### src/rtl/btg_pkg.sv
// Constants of the beep tone generator: register offsets, fields, resets.
// Assumes an 8-bit register port with 7-bit offsets.
package btg_pkg;
  localparam int          BTG_ADDR_W      = 7;
  localparam int          BTG_DATA_W      = 8;
  localparam int          BTG_LVL_W       = 6;
  localparam int          BTG_LEN_W       = 24;
  localparam int          BTG_SMP_W       = 16;
  localparam int          BTG_OSC_FRAC    = 15;
  localparam int          BTG_GAIN_FRAC   = 14;
  localparam int          BTG_DB_STEPS    = 6;

  localparam logic [6:0]  BTG_OFS_LEFT    = 7'h47;
  localparam logic [6:0]  BTG_OFS_RIGHT   = 7'h48;
  localparam logic [6:0]  BTG_OFS_LEN_H   = 7'h49;
  localparam logic [6:0]  BTG_OFS_LEN_M   = 7'h4a;
  localparam logic [6:0]  BTG_OFS_LEN_L   = 7'h4b;
  localparam logic [6:0]  BTG_OFS_SIN_H   = 7'h4c;
  localparam logic [6:0]  BTG_OFS_SIN_L   = 7'h4d;
  localparam logic [6:0]  BTG_OFS_COS_H   = 7'h4e;
  localparam logic [6:0]  BTG_OFS_COS_L   = 7'h4f;
  localparam logic [6:0]  BTG_OFS_RSVD    = 7'h50;

  localparam int          BTG_EN_BIT      = 7;
  localparam int          BTG_LVL_MSB     = 5;
  localparam int          BTG_LINK_MSB    = 7;
  localparam int          BTG_LINK_LSB    = 6;
  localparam logic [1:0]  BTG_LINK_R2L    = 2'h1;
  localparam logic [1:0]  BTG_LINK_L2R    = 2'h2;

  localparam logic [7:0]  BTG_RST_CTL     = 8'h00;
  localparam logic [7:0]  BTG_RST_LEN_H   = 8'h00;
  localparam logic [7:0]  BTG_RST_LEN_M   = 8'h00;
  localparam logic [7:0]  BTG_RST_LEN_L   = 8'hee;
  localparam logic [7:0]  BTG_RST_SIN_H   = 8'h10;
  localparam logic [7:0]  BTG_RST_SIN_L   = 8'hd8;
  localparam logic [7:0]  BTG_RST_COS_H   = 8'h7e;
  localparam logic [7:0]  BTG_RST_COS_L   = 8'he3;
  localparam logic [7:0]  BTG_RST_RSVD    = 8'h00;

  localparam logic [15:0] BTG_OSC_START   = 16'h7fff;
  localparam logic [15:0] BTG_GAIN_P2DB   = 16'h5092;
  localparam logic [15:0] BTG_GAIN_P1DB   = 16'h47cf;
  localparam logic [15:0] BTG_GAIN_0DB    = 16'h4000;
  localparam logic [15:0] BTG_GAIN_M1DB   = 16'h390a;
  localparam logic [15:0] BTG_GAIN_M2DB   = 16'h32d6;
  localparam logic [15:0] BTG_GAIN_M3DB   = 16'h2d4f;

  typedef enum logic {
    BTG_IDLE = 1'b0,
    BTG_RUN  = 1'b1
  } btg_state_t;
endpackage

### src/rtl/btg_gain_rom.sv
// Level code to linear gain table, registered read data.
// Assumes the code is held stable for at least one clock before use.
`timescale 1ns/100ps
module btg_gain_rom (
  input  wire logic                      ref_clk_i,
  input  wire logic                      rst_n_i,
  input  wire logic [btg_pkg::BTG_LVL_W-1:0] code_i,
  output logic      [15:0]               gain_o
);
  import btg_pkg::*;

  logic [15:0] gain_reg;
  logic [15:0] gain_next;
  logic [15:0] mant;
  logic [3:0]  shift;

  assign gain_o = gain_reg;

  // Each code is 1 dB down; six codes make one halving of the gain.
  always_comb begin
    shift = 4'(code_i / BTG_DB_STEPS);
    case (code_i % BTG_DB_STEPS)
      6'd0:    mant = BTG_GAIN_P2DB;
      6'd1:    mant = BTG_GAIN_P1DB;
      6'd2:    mant = BTG_GAIN_0DB;
      6'd3:    mant = BTG_GAIN_M1DB;
      6'd4:    mant = BTG_GAIN_M2DB;
      default: mant = BTG_GAIN_M3DB;
    endcase
    gain_next = mant >> shift;
  end

  always_ff @(posedge ref_clk_i) begin
    if (!rst_n_i) begin
      gain_reg <= 16'h0000;
    end else begin
      gain_reg <= gain_next;
    end
  end
endmodule

### src/rtl/btg_core.sv
// Beep tone generator of the DAC playback path: registers and oscillator.
// Assumes sample_tick_i pulses once per DAC word clock, synchronous input.
// Operation
// - Enable starts tone, clears itself after length
// - Left level: code 0 is +2 dB
// - Right level uses the same dB mapping
// - Link 00 or 11: independent levels
// - Link 01: left follows right level
// - Link 10: right follows left level
// - Length is 24-bit sample count, three bytes
// - Length resets to 238 samples
// - Sine coefficient 16 bits, reset 0x10d8
// - Cosine coefficient 16 bits, reset 0x7ee3
`timescale 1ns/100ps
module btg_core (
  input  wire logic                        ref_clk_i,
  input  wire logic                        rst_n_i,
  input  wire logic                        reg_wr_i,
  input  wire logic                        reg_rd_i,
  input  wire logic [btg_pkg::BTG_ADDR_W-1:0] reg_addr_i,
  input  wire logic [btg_pkg::BTG_DATA_W-1:0] reg_wdata_i,
  input  wire logic                        sample_tick_i,
  input  wire logic                        tone_capable_dac_processing_mode_i,
  output logic      [btg_pkg::BTG_DATA_W-1:0] reg_rdata_o,
  output logic signed [btg_pkg::BTG_SMP_W-1:0] beep_left_o,
  output logic signed [btg_pkg::BTG_SMP_W-1:0] beep_right_o,
  output logic                             beep_valid_o,
  output logic                             beep_active_o
);
  import btg_pkg::*;

  logic [7:0]        left_ctl_reg, left_ctl_next;
  logic [7:0]        right_ctl_reg, right_ctl_next;
  logic [7:0]        len_h_reg, len_h_next, len_m_reg, len_m_next;
  logic [7:0]        len_l_reg, len_l_next;
  logic [7:0]        sin_h_reg, sin_h_next, sin_l_reg, sin_l_next;
  logic [7:0]        cos_h_reg, cos_h_next, cos_l_reg, cos_l_next;
  logic [7:0]        rsvd_reg, rsvd_next, rdata_reg, rdata_next;
  btg_state_t        state_reg, state_next;
  logic [23:0]       remain_reg, remain_next;
  logic signed [15:0] sin_k_reg, sin_k_next, cos_k_reg, cos_k_next;
  logic [5:0]        lvl_l_reg, lvl_l_next, lvl_r_reg, lvl_r_next;
  logic signed [15:0] x_reg, x_next, y_reg, y_next;
  logic signed [15:0] out_l_reg, out_l_next, out_r_reg, out_r_next;
  logic              valid_reg, valid_next;
  logic [23:0]       length;
  logic [1:0]        link;
  logic [5:0]        sel_l, sel_r, rom_l, rom_r;
  logic [15:0]       gain_l, gain_r;

  // Products are summed at full width, then scaled and saturated.
  function automatic logic signed [15:0] btg_mac(
    input logic signed [15:0] a,
    input logic signed [15:0] b,
    input logic signed [15:0] c,
    input logic signed [15:0] d,
    input int                 frac
  );
    logic signed [33:0] acc;
    acc = 34'(a * b) + 34'(c * d);
    acc = acc >>> frac;
    if (acc > 34'sh0_7fff) begin
      return 16'sh7fff;
    end else if (acc < -34'sh0_8000) begin
      return -16'sh8000;
    end
    return acc[15:0];
  endfunction

  assign length = {len_h_reg, len_m_reg, len_l_reg};
  assign link   = right_ctl_reg[BTG_LINK_MSB:BTG_LINK_LSB];

  always_comb begin
    sel_l = left_ctl_reg[BTG_LVL_MSB:0];
    sel_r = right_ctl_reg[BTG_LVL_MSB:0];
    if (link == BTG_LINK_R2L) begin
      sel_l = right_ctl_reg[BTG_LVL_MSB:0];
    end
    if (link == BTG_LINK_L2R) begin
      sel_r = left_ctl_reg[BTG_LVL_MSB:0];
    end
  end

  // While idle the table follows the live levels, so the gain is ready
  // in the first cycle of a beep.
  assign rom_l = (state_reg == BTG_IDLE) ? sel_l : lvl_l_reg;
  assign rom_r = (state_reg == BTG_IDLE) ? sel_r : lvl_r_reg;

  btg_gain_rom u_rom_left (
    .ref_clk_i (ref_clk_i),
    .rst_n_i   (rst_n_i),
    .code_i    (rom_l),
    .gain_o    (gain_l)
  );

  btg_gain_rom u_rom_right (
    .ref_clk_i (ref_clk_i),
    .rst_n_i   (rst_n_i),
    .code_i    (rom_r),
    .gain_o    (gain_r)
  );

  always_comb begin
    left_ctl_next  = left_ctl_reg;
    right_ctl_next = right_ctl_reg;
    len_h_next     = len_h_reg;
    len_m_next     = len_m_reg;
    len_l_next     = len_l_reg;
    sin_h_next     = sin_h_reg;
    sin_l_next     = sin_l_reg;
    cos_h_next     = cos_h_reg;
    cos_l_next     = cos_l_reg;
    rsvd_next      = rsvd_reg;
    rdata_next     = rdata_reg;
    state_next     = state_reg;
    remain_next    = remain_reg;
    sin_k_next     = sin_k_reg;
    cos_k_next     = cos_k_reg;
    lvl_l_next     = lvl_l_reg;
    lvl_r_next     = lvl_r_reg;
    x_next         = x_reg;
    y_next         = y_reg;
    out_l_next     = out_l_reg;
    out_r_next     = out_r_reg;
    valid_next     = 1'b0;
    case (state_reg)
      BTG_IDLE: begin
        out_l_next = 16'sh0000;
        out_r_next = 16'sh0000;
        if (left_ctl_reg[BTG_EN_BIT]) begin
          state_next  = BTG_RUN;
          remain_next = length;
          sin_k_next  = {sin_h_reg, sin_l_reg};
          cos_k_next  = {cos_h_reg, cos_l_reg};
          lvl_l_next  = sel_l;
          lvl_r_next  = sel_r;
          x_next      = BTG_OSC_START;
          y_next      = 16'sh0000;
        end
      end
      BTG_RUN: begin
        if (!left_ctl_reg[BTG_EN_BIT]) begin
          state_next = BTG_IDLE;
        end else if (remain_reg == 24'h000000) begin
          left_ctl_next[BTG_EN_BIT] = 1'b0;
          state_next                = BTG_IDLE;
        end else if (sample_tick_i) begin
          valid_next = 1'b1;
          if (tone_capable_dac_processing_mode_i) begin
            x_next      = btg_mac(cos_k_reg, x_reg, -sin_k_reg, y_reg,
                                  BTG_OSC_FRAC);
            y_next      = btg_mac(sin_k_reg, x_reg, cos_k_reg, y_reg,
                                  BTG_OSC_FRAC);
            out_l_next  = btg_mac(y_reg, $signed({1'b0, gain_l[14:0]}),
                                  16'sh0000, 16'sh0000, BTG_GAIN_FRAC);
            out_r_next  = btg_mac(y_reg, $signed({1'b0, gain_r[14:0]}),
                                  16'sh0000, 16'sh0000, BTG_GAIN_FRAC);
            remain_next = remain_reg - 24'h000001;
            if (remain_reg == 24'h000001) begin
              left_ctl_next[BTG_EN_BIT] = 1'b0;
              state_next                = BTG_IDLE;
            end
          end else begin
            out_l_next = 16'sh0000;
            out_r_next = 16'sh0000;
          end
        end
      end
      default: state_next = BTG_IDLE;
    endcase
    // A register write comes last, so a start beats a self-clear.
    if (reg_wr_i) begin
      case (reg_addr_i)
        BTG_OFS_LEFT:  left_ctl_next  = reg_wdata_i;
        BTG_OFS_RIGHT: right_ctl_next = reg_wdata_i;
        BTG_OFS_LEN_H: len_h_next     = reg_wdata_i;
        BTG_OFS_LEN_M: len_m_next     = reg_wdata_i;
        BTG_OFS_LEN_L: len_l_next     = reg_wdata_i;
        BTG_OFS_SIN_H: sin_h_next     = reg_wdata_i;
        BTG_OFS_SIN_L: sin_l_next     = reg_wdata_i;
        BTG_OFS_COS_H: cos_h_next     = reg_wdata_i;
        BTG_OFS_COS_L: cos_l_next     = reg_wdata_i;
        BTG_OFS_RSVD:  rsvd_next      = reg_wdata_i;
        default:       rsvd_next      = rsvd_reg;
      endcase
    end
    if (reg_rd_i) begin
      case (reg_addr_i)
        BTG_OFS_LEFT:  rdata_next = left_ctl_reg;
        BTG_OFS_RIGHT: rdata_next = right_ctl_reg;
        BTG_OFS_LEN_H: rdata_next = len_h_reg;
        BTG_OFS_LEN_M: rdata_next = len_m_reg;
        BTG_OFS_LEN_L: rdata_next = len_l_reg;
        BTG_OFS_SIN_H: rdata_next = sin_h_reg;
        BTG_OFS_SIN_L: rdata_next = sin_l_reg;
        BTG_OFS_COS_H: rdata_next = cos_h_reg;
        BTG_OFS_COS_L: rdata_next = cos_l_reg;
        BTG_OFS_RSVD:  rdata_next = rsvd_reg;
        default:       rdata_next = 8'h00;
      endcase
    end
  end

  always_ff @(posedge ref_clk_i) begin
    if (!rst_n_i) begin
      left_ctl_reg  <= BTG_RST_CTL;
      right_ctl_reg <= BTG_RST_CTL;
      len_h_reg     <= BTG_RST_LEN_H;
      len_m_reg     <= BTG_RST_LEN_M;
      len_l_reg     <= BTG_RST_LEN_L;
      sin_h_reg     <= BTG_RST_SIN_H;
      sin_l_reg     <= BTG_RST_SIN_L;
      cos_h_reg     <= BTG_RST_COS_H;
      cos_l_reg     <= BTG_RST_COS_L;
      rsvd_reg      <= BTG_RST_RSVD;
      rdata_reg     <= 8'h00;
      state_reg     <= BTG_IDLE;
      remain_reg    <= 24'h000000;
      sin_k_reg     <= 16'sh0000;
      cos_k_reg     <= 16'sh0000;
      lvl_l_reg     <= 6'h00;
      lvl_r_reg     <= 6'h00;
      x_reg         <= 16'sh0000;
      y_reg         <= 16'sh0000;
      out_l_reg     <= 16'sh0000;
      out_r_reg     <= 16'sh0000;
      valid_reg     <= 1'b0;
    end else begin
      left_ctl_reg  <= left_ctl_next;
      right_ctl_reg <= right_ctl_next;
      len_h_reg     <= len_h_next;
      len_m_reg     <= len_m_next;
      len_l_reg     <= len_l_next;
      sin_h_reg     <= sin_h_next;
      sin_l_reg     <= sin_l_next;
      cos_h_reg     <= cos_h_next;
      cos_l_reg     <= cos_l_next;
      rsvd_reg      <= rsvd_next;
      rdata_reg     <= rdata_next;
      state_reg     <= state_next;
      remain_reg    <= remain_next;
      sin_k_reg     <= sin_k_next;
      cos_k_reg     <= cos_k_next;
      lvl_l_reg     <= lvl_l_next;
      lvl_r_reg     <= lvl_r_next;
      x_reg         <= x_next;
      y_reg         <= y_next;
      out_l_reg     <= out_l_next;
      out_r_reg     <= out_r_next;
      valid_reg     <= valid_next;
    end
  end

  assign reg_rdata_o   = rdata_reg;
  assign beep_left_o   = out_l_reg;
  assign beep_right_o  = out_r_reg;
  assign beep_valid_o  = valid_reg;
  assign beep_active_o = state_reg;
endmodule

### config.mk
export PLATFORM = sky130hd
export DESIGN_NAME = btg_core
export DESIGN_NICKNAME = d
export VERILOG_FILES = /design/src/rtl/btg_pkg.sv /design/src/rtl/btg_gain_rom.sv /design/src/rtl/btg_core.sv
export SDC_FILE = /design/constraint.sdc
export NUM_CORES = 2
export LEC_CHECK = 0
export BUFFER_PORTS_ARGS = -buffer_cell sky130_fd_sc_hd__buf_2
export CAP_MARGIN = 20
export CELL_PAD_IN_SITES_DETAIL_PLACEMENT = 0
export CELL_PAD_IN_SITES_GLOBAL_PLACEMENT = 2
export CORE_AREA = 2 2 363 508
export DETAILED_ROUTE_END_ITERATION = 12
export DIE_AREA = 0 0 365 510
export PLACE_DENSITY_LB_ADDON = 0.1
export SLEW_MARGIN = 20
export SYNTH_ARGS = -nofsm -noshare
export SYNTH_HDL_FRONTEND = slang
export SYNTH_SLANG_ARGS = --single-unit
### constraint.sdc
create_clock -name ref_clk_i -period 9.7 [get_ports ref_clk_i]
set_input_delay 0.485 -clock ref_clk_i [delete_from_list [all_inputs] [get_ports ref_clk_i]]
set_output_delay 0.485 -clock ref_clk_i [all_outputs]
set_load 0.01 [all_outputs]
==> results.yml <==
clocking:
  htreeDepth: 2
  cts_tree: "done"
  clk_pin_slew_ns: 0.09
  clk_latency_ns: 0.64
  cts_root_buffer: "clkbuf_16"
  cts_buffer_depth: 3
  post_cts_buffers: 0
  clock-sinks: 252
  numCtsBuffers: 37
floorplanning:
  die_y_um: 510
  ios: 63
  die-width_um: 365
  dieArea_um2: 186000
  start_util_pct: 38.8
  core_area_um2: 181000
  rows: 185
sta:
  final-setup-viol-count: 0
  period_share_pct: 95.5
  worst_slew_pin_slew_ns: 1.16
  slew_viol_final: 0
  hold_viol_final: 0
  fin_crit_ns: 9.26
  fmaxAchievable_mhz: 108
  slew_headroom_pct: 22.2
  finalWorstSetupSlack_ns: 0.438
  rsz0062_at_grt: "false"
  clock_skew_ns: 0.0286
  setup_tns_ns: 0
critical_path:
  reg2regPathDepth: 33
  cpMaxStageDelayCell: "fa_1"
  arrival_ns: 9.85
  crit_top_cell: "fa_1"
  worst-path-max-fanout: 6
  slowest_delay_ns: 0.54
  critPathLaunchType: "flop"
  crit_path_end_kind: "flop"
  cp_data_required_time_ns: 10.29
  path_class: "reg -> reg"
global_routing:
  grt_pass1_vias: 59000
  grt_max_degree: 80
  grt-ovfl-total: 0
  track_usage_pct: 25.2
  grt_pass1_wl_um: 355000
  antenna_found_initial: 10
route:
  drt_iter0_drc: 2568
  dr.pass1.iters: 5
  num_vias: 52700
  final_antenna_net_count: 0
  viasPerCell: 5.08
  wl_per_cell_um: 21.7
  totalWireLength_um: 225000
  remaining_drc_errors: 0
status:
  run_status: "finished clean"
yosys:
  synth_xor_area_share_pct: 1.70
  synth_cell_types: 89
  synth_top_family_by_area: "adder cells"
  async_reset_ff_share_pct: 0
  synthAdderAreaFrac_pct: 55.2
  synth_edf_count: 0
  syn_inst: 7990
  muxShareOfSynthArea_pct: 0.439
  synth-simple-area-share_pct: 16.2
  syn_nets: 10100
  synth_compound_area_share_pct: 7.28
  avgSynthCellArea_um2: 8.82
  netlist_area_um2: 70500
  ys_ff_latch: 252
  synthFlopType: "dfxtp_1"
  ys_seq_area_share_pct: 7.16
  yosys_warnings: 0
worst_hold_path:
  hold_path.class: "in -> reg"
  hold_depth: 3
finish:
  largest_reg_flops: 24
  drive_gt1_share_pct: 5.73
  fillers: 18700
  nets: 10000
  area_growth_pct: 7.28
placed_design:
  portBuffers: 62
  pre_cts_ws_ns: 0.313
  hpwl_um: 184000
  gp_congestion: 0.851
pwr:
  leakage_nw: 37.9
  pwr_density_cell_nw_per_um2: 34.5
  irDropWorstVdd_mv: 0.116
job:
  maxCapViolations: 0
==> area by class of cell <==
class | instances | area [um^2] | area share (%)
inverters | 1855 | 6970 | 9.22
multi-input cells | 5476 | 57000 | 75.4
flip-flops and latches | 252 | 5070 | 6.70
repair buffers | 292 | 2230 | 2.95
diodes | 2 | 5.00 | 0.00662
clock inverters | 24 | 288 | 0.381
well taps | 2431 | 3040 | 4.02
clock buffers | 41 | 961 | 1.27
==> per-layer routing <==
metal | global-route usage [%] | part of all wire, %
met1 | 30.0 | 39
met2 | 48.2 | 55
met3 | 1.99 | 3.1
met4 | 6.84 | 3.1
met5 | 0 | 0.024
==> through the flow <==
stage          utilization, %  cell area, um^2  power, mW  std cells  hold slack [ns]
2_1_floorplan               -            70500       1.12       7990            0.436
3_3_place_gp             40.9            74300       1.18      10300            0.420
3_5_place_dp             40.9            74300       1.18      10300            0.430
4_1_cts                  41.6            75500       2.66      10400            0.224
5_1_grt                  41.6            75600       2.70      10400            0.239
6_report                 41.6            75600       2.61      10400            0.259
==> worst max-delay path, delay by kind of cell (launching register included) <==
family / cells / cell delay [ns]
AND/OR/NAND/NOR: 6 / 0.97
AO/OA/AOI/OAI: 9 / 2.63
flip-flops: 1 / 0.31
buffers and inverters: 6 / 0.48
XOR/XNOR: 1 / 0.16
multiplexers: 1 / 0.15
adder cells (fa/ha/maj): 10 / 4.52
==> path summary, 6_finish.rpt <==
kind                                             startpoint                           to  slack, ns
worst min-delay path                         reg_wdata_i[4]    cos_l_reg[4]$_SDFFE_PN0P_       0.26
worst max-delay path              sin_k_reg[1]$_SDFFE_PN0P_        x_reg[9]$_SDFFE_PN0P_       0.44
worst min register to register  beep_left_o[4]$_SDFFE_PN0P_  beep_left_o[4]$_SDFFE_PN0P_       0.43
worst max register to register    sin_k_reg[1]$_SDFFE_PN0P_        x_reg[9]$_SDFFE_PN0P_       0.44
==> kinds of logic after synthesis <==
group	count (synthesis)
adders and majority gates	2113
DFF	252
buffers and inverters	2262
and+or+nand+nor	2435
AOI/OAI and AO/OA	763
xor gates and xnor gates	137
muxes	28
==> placed cells by master, fill, tap and decap left out, types with 103 or more instances in the layout <==
| cell type | netlist | final |
|---|---|---|
| a21oi_1 | 267 | 265 |
| and2_1 | 552 | 552 |
| buf_4 | 0 | 214 |
| dfxtp_1 | 252 | 234 |
| fa_1 | 1657 | 1656 |
| ha_1 | 454 | 454 |
| inv_1 | 1849 | 1849 |
| nand2_1 | 1299 | 1299 |
| nand3_1 | 103 | 103 |
| nor2_1 | 200 | 199 |
==> synthesized netlist by cell type, types with 13 or more instances <==
master	number	share of area, %
a211oi_1	39	0.42
a21o_1	54	0.58
a21oi_1	267	1.9
a221o_1	18	0.26
a221oi_1	19	0.24
a22oi_1	18	0.19
a311oi_1	15	0.19
a31oi_1	22	0.20
and2_1	552	4.9
and3_1	15	0.13
buf_1	18	0.096
buf_2	15	0.11
clkbuf_1	374	2.0
dfxtp_1	252	7.2
fa_1	1657	47
ha_1	454	8.1
inv_1	1849	9.9
mux2_2	13	0.21
mux2i_1	14	0.20
nand2_1	1299	6.9
nand2b_1	79	0.70
nand3_1	103	0.73
nand4_1	18	0.16
nor2_1	200	1.1
nor2b_1	24	0.21
nor3_1	60	0.43
nor4_1	19	0.17
o211ai_1	24	0.26
o21a_1	19	0.20
o21ai_0	92	0.65
o21bai_1	14	0.15
o221a_2	14	0.22
o22ai_1	20	0.18
or2_2	15	0.13
xnor2_1	103	1.3
xor2_1	34	0.42
==> report_power, final <==
group,leakage [nW],internal [mW],total (mW),switching [mW]
Combinational,35.3,0.0232,0.102,0.0785
Clock,0.607,0.811,1.45,0.640
Sequential,2.04,1.04,1.05,0.0146
Total,37.9,1.87,2.61,0.733
==> timing repair <==
action	CTS	global route
setup endpoints to repair	0	15
resized for setup	0	8
hold buffers	0	0
Note: power is estimated with default switching activity, not from simulation.
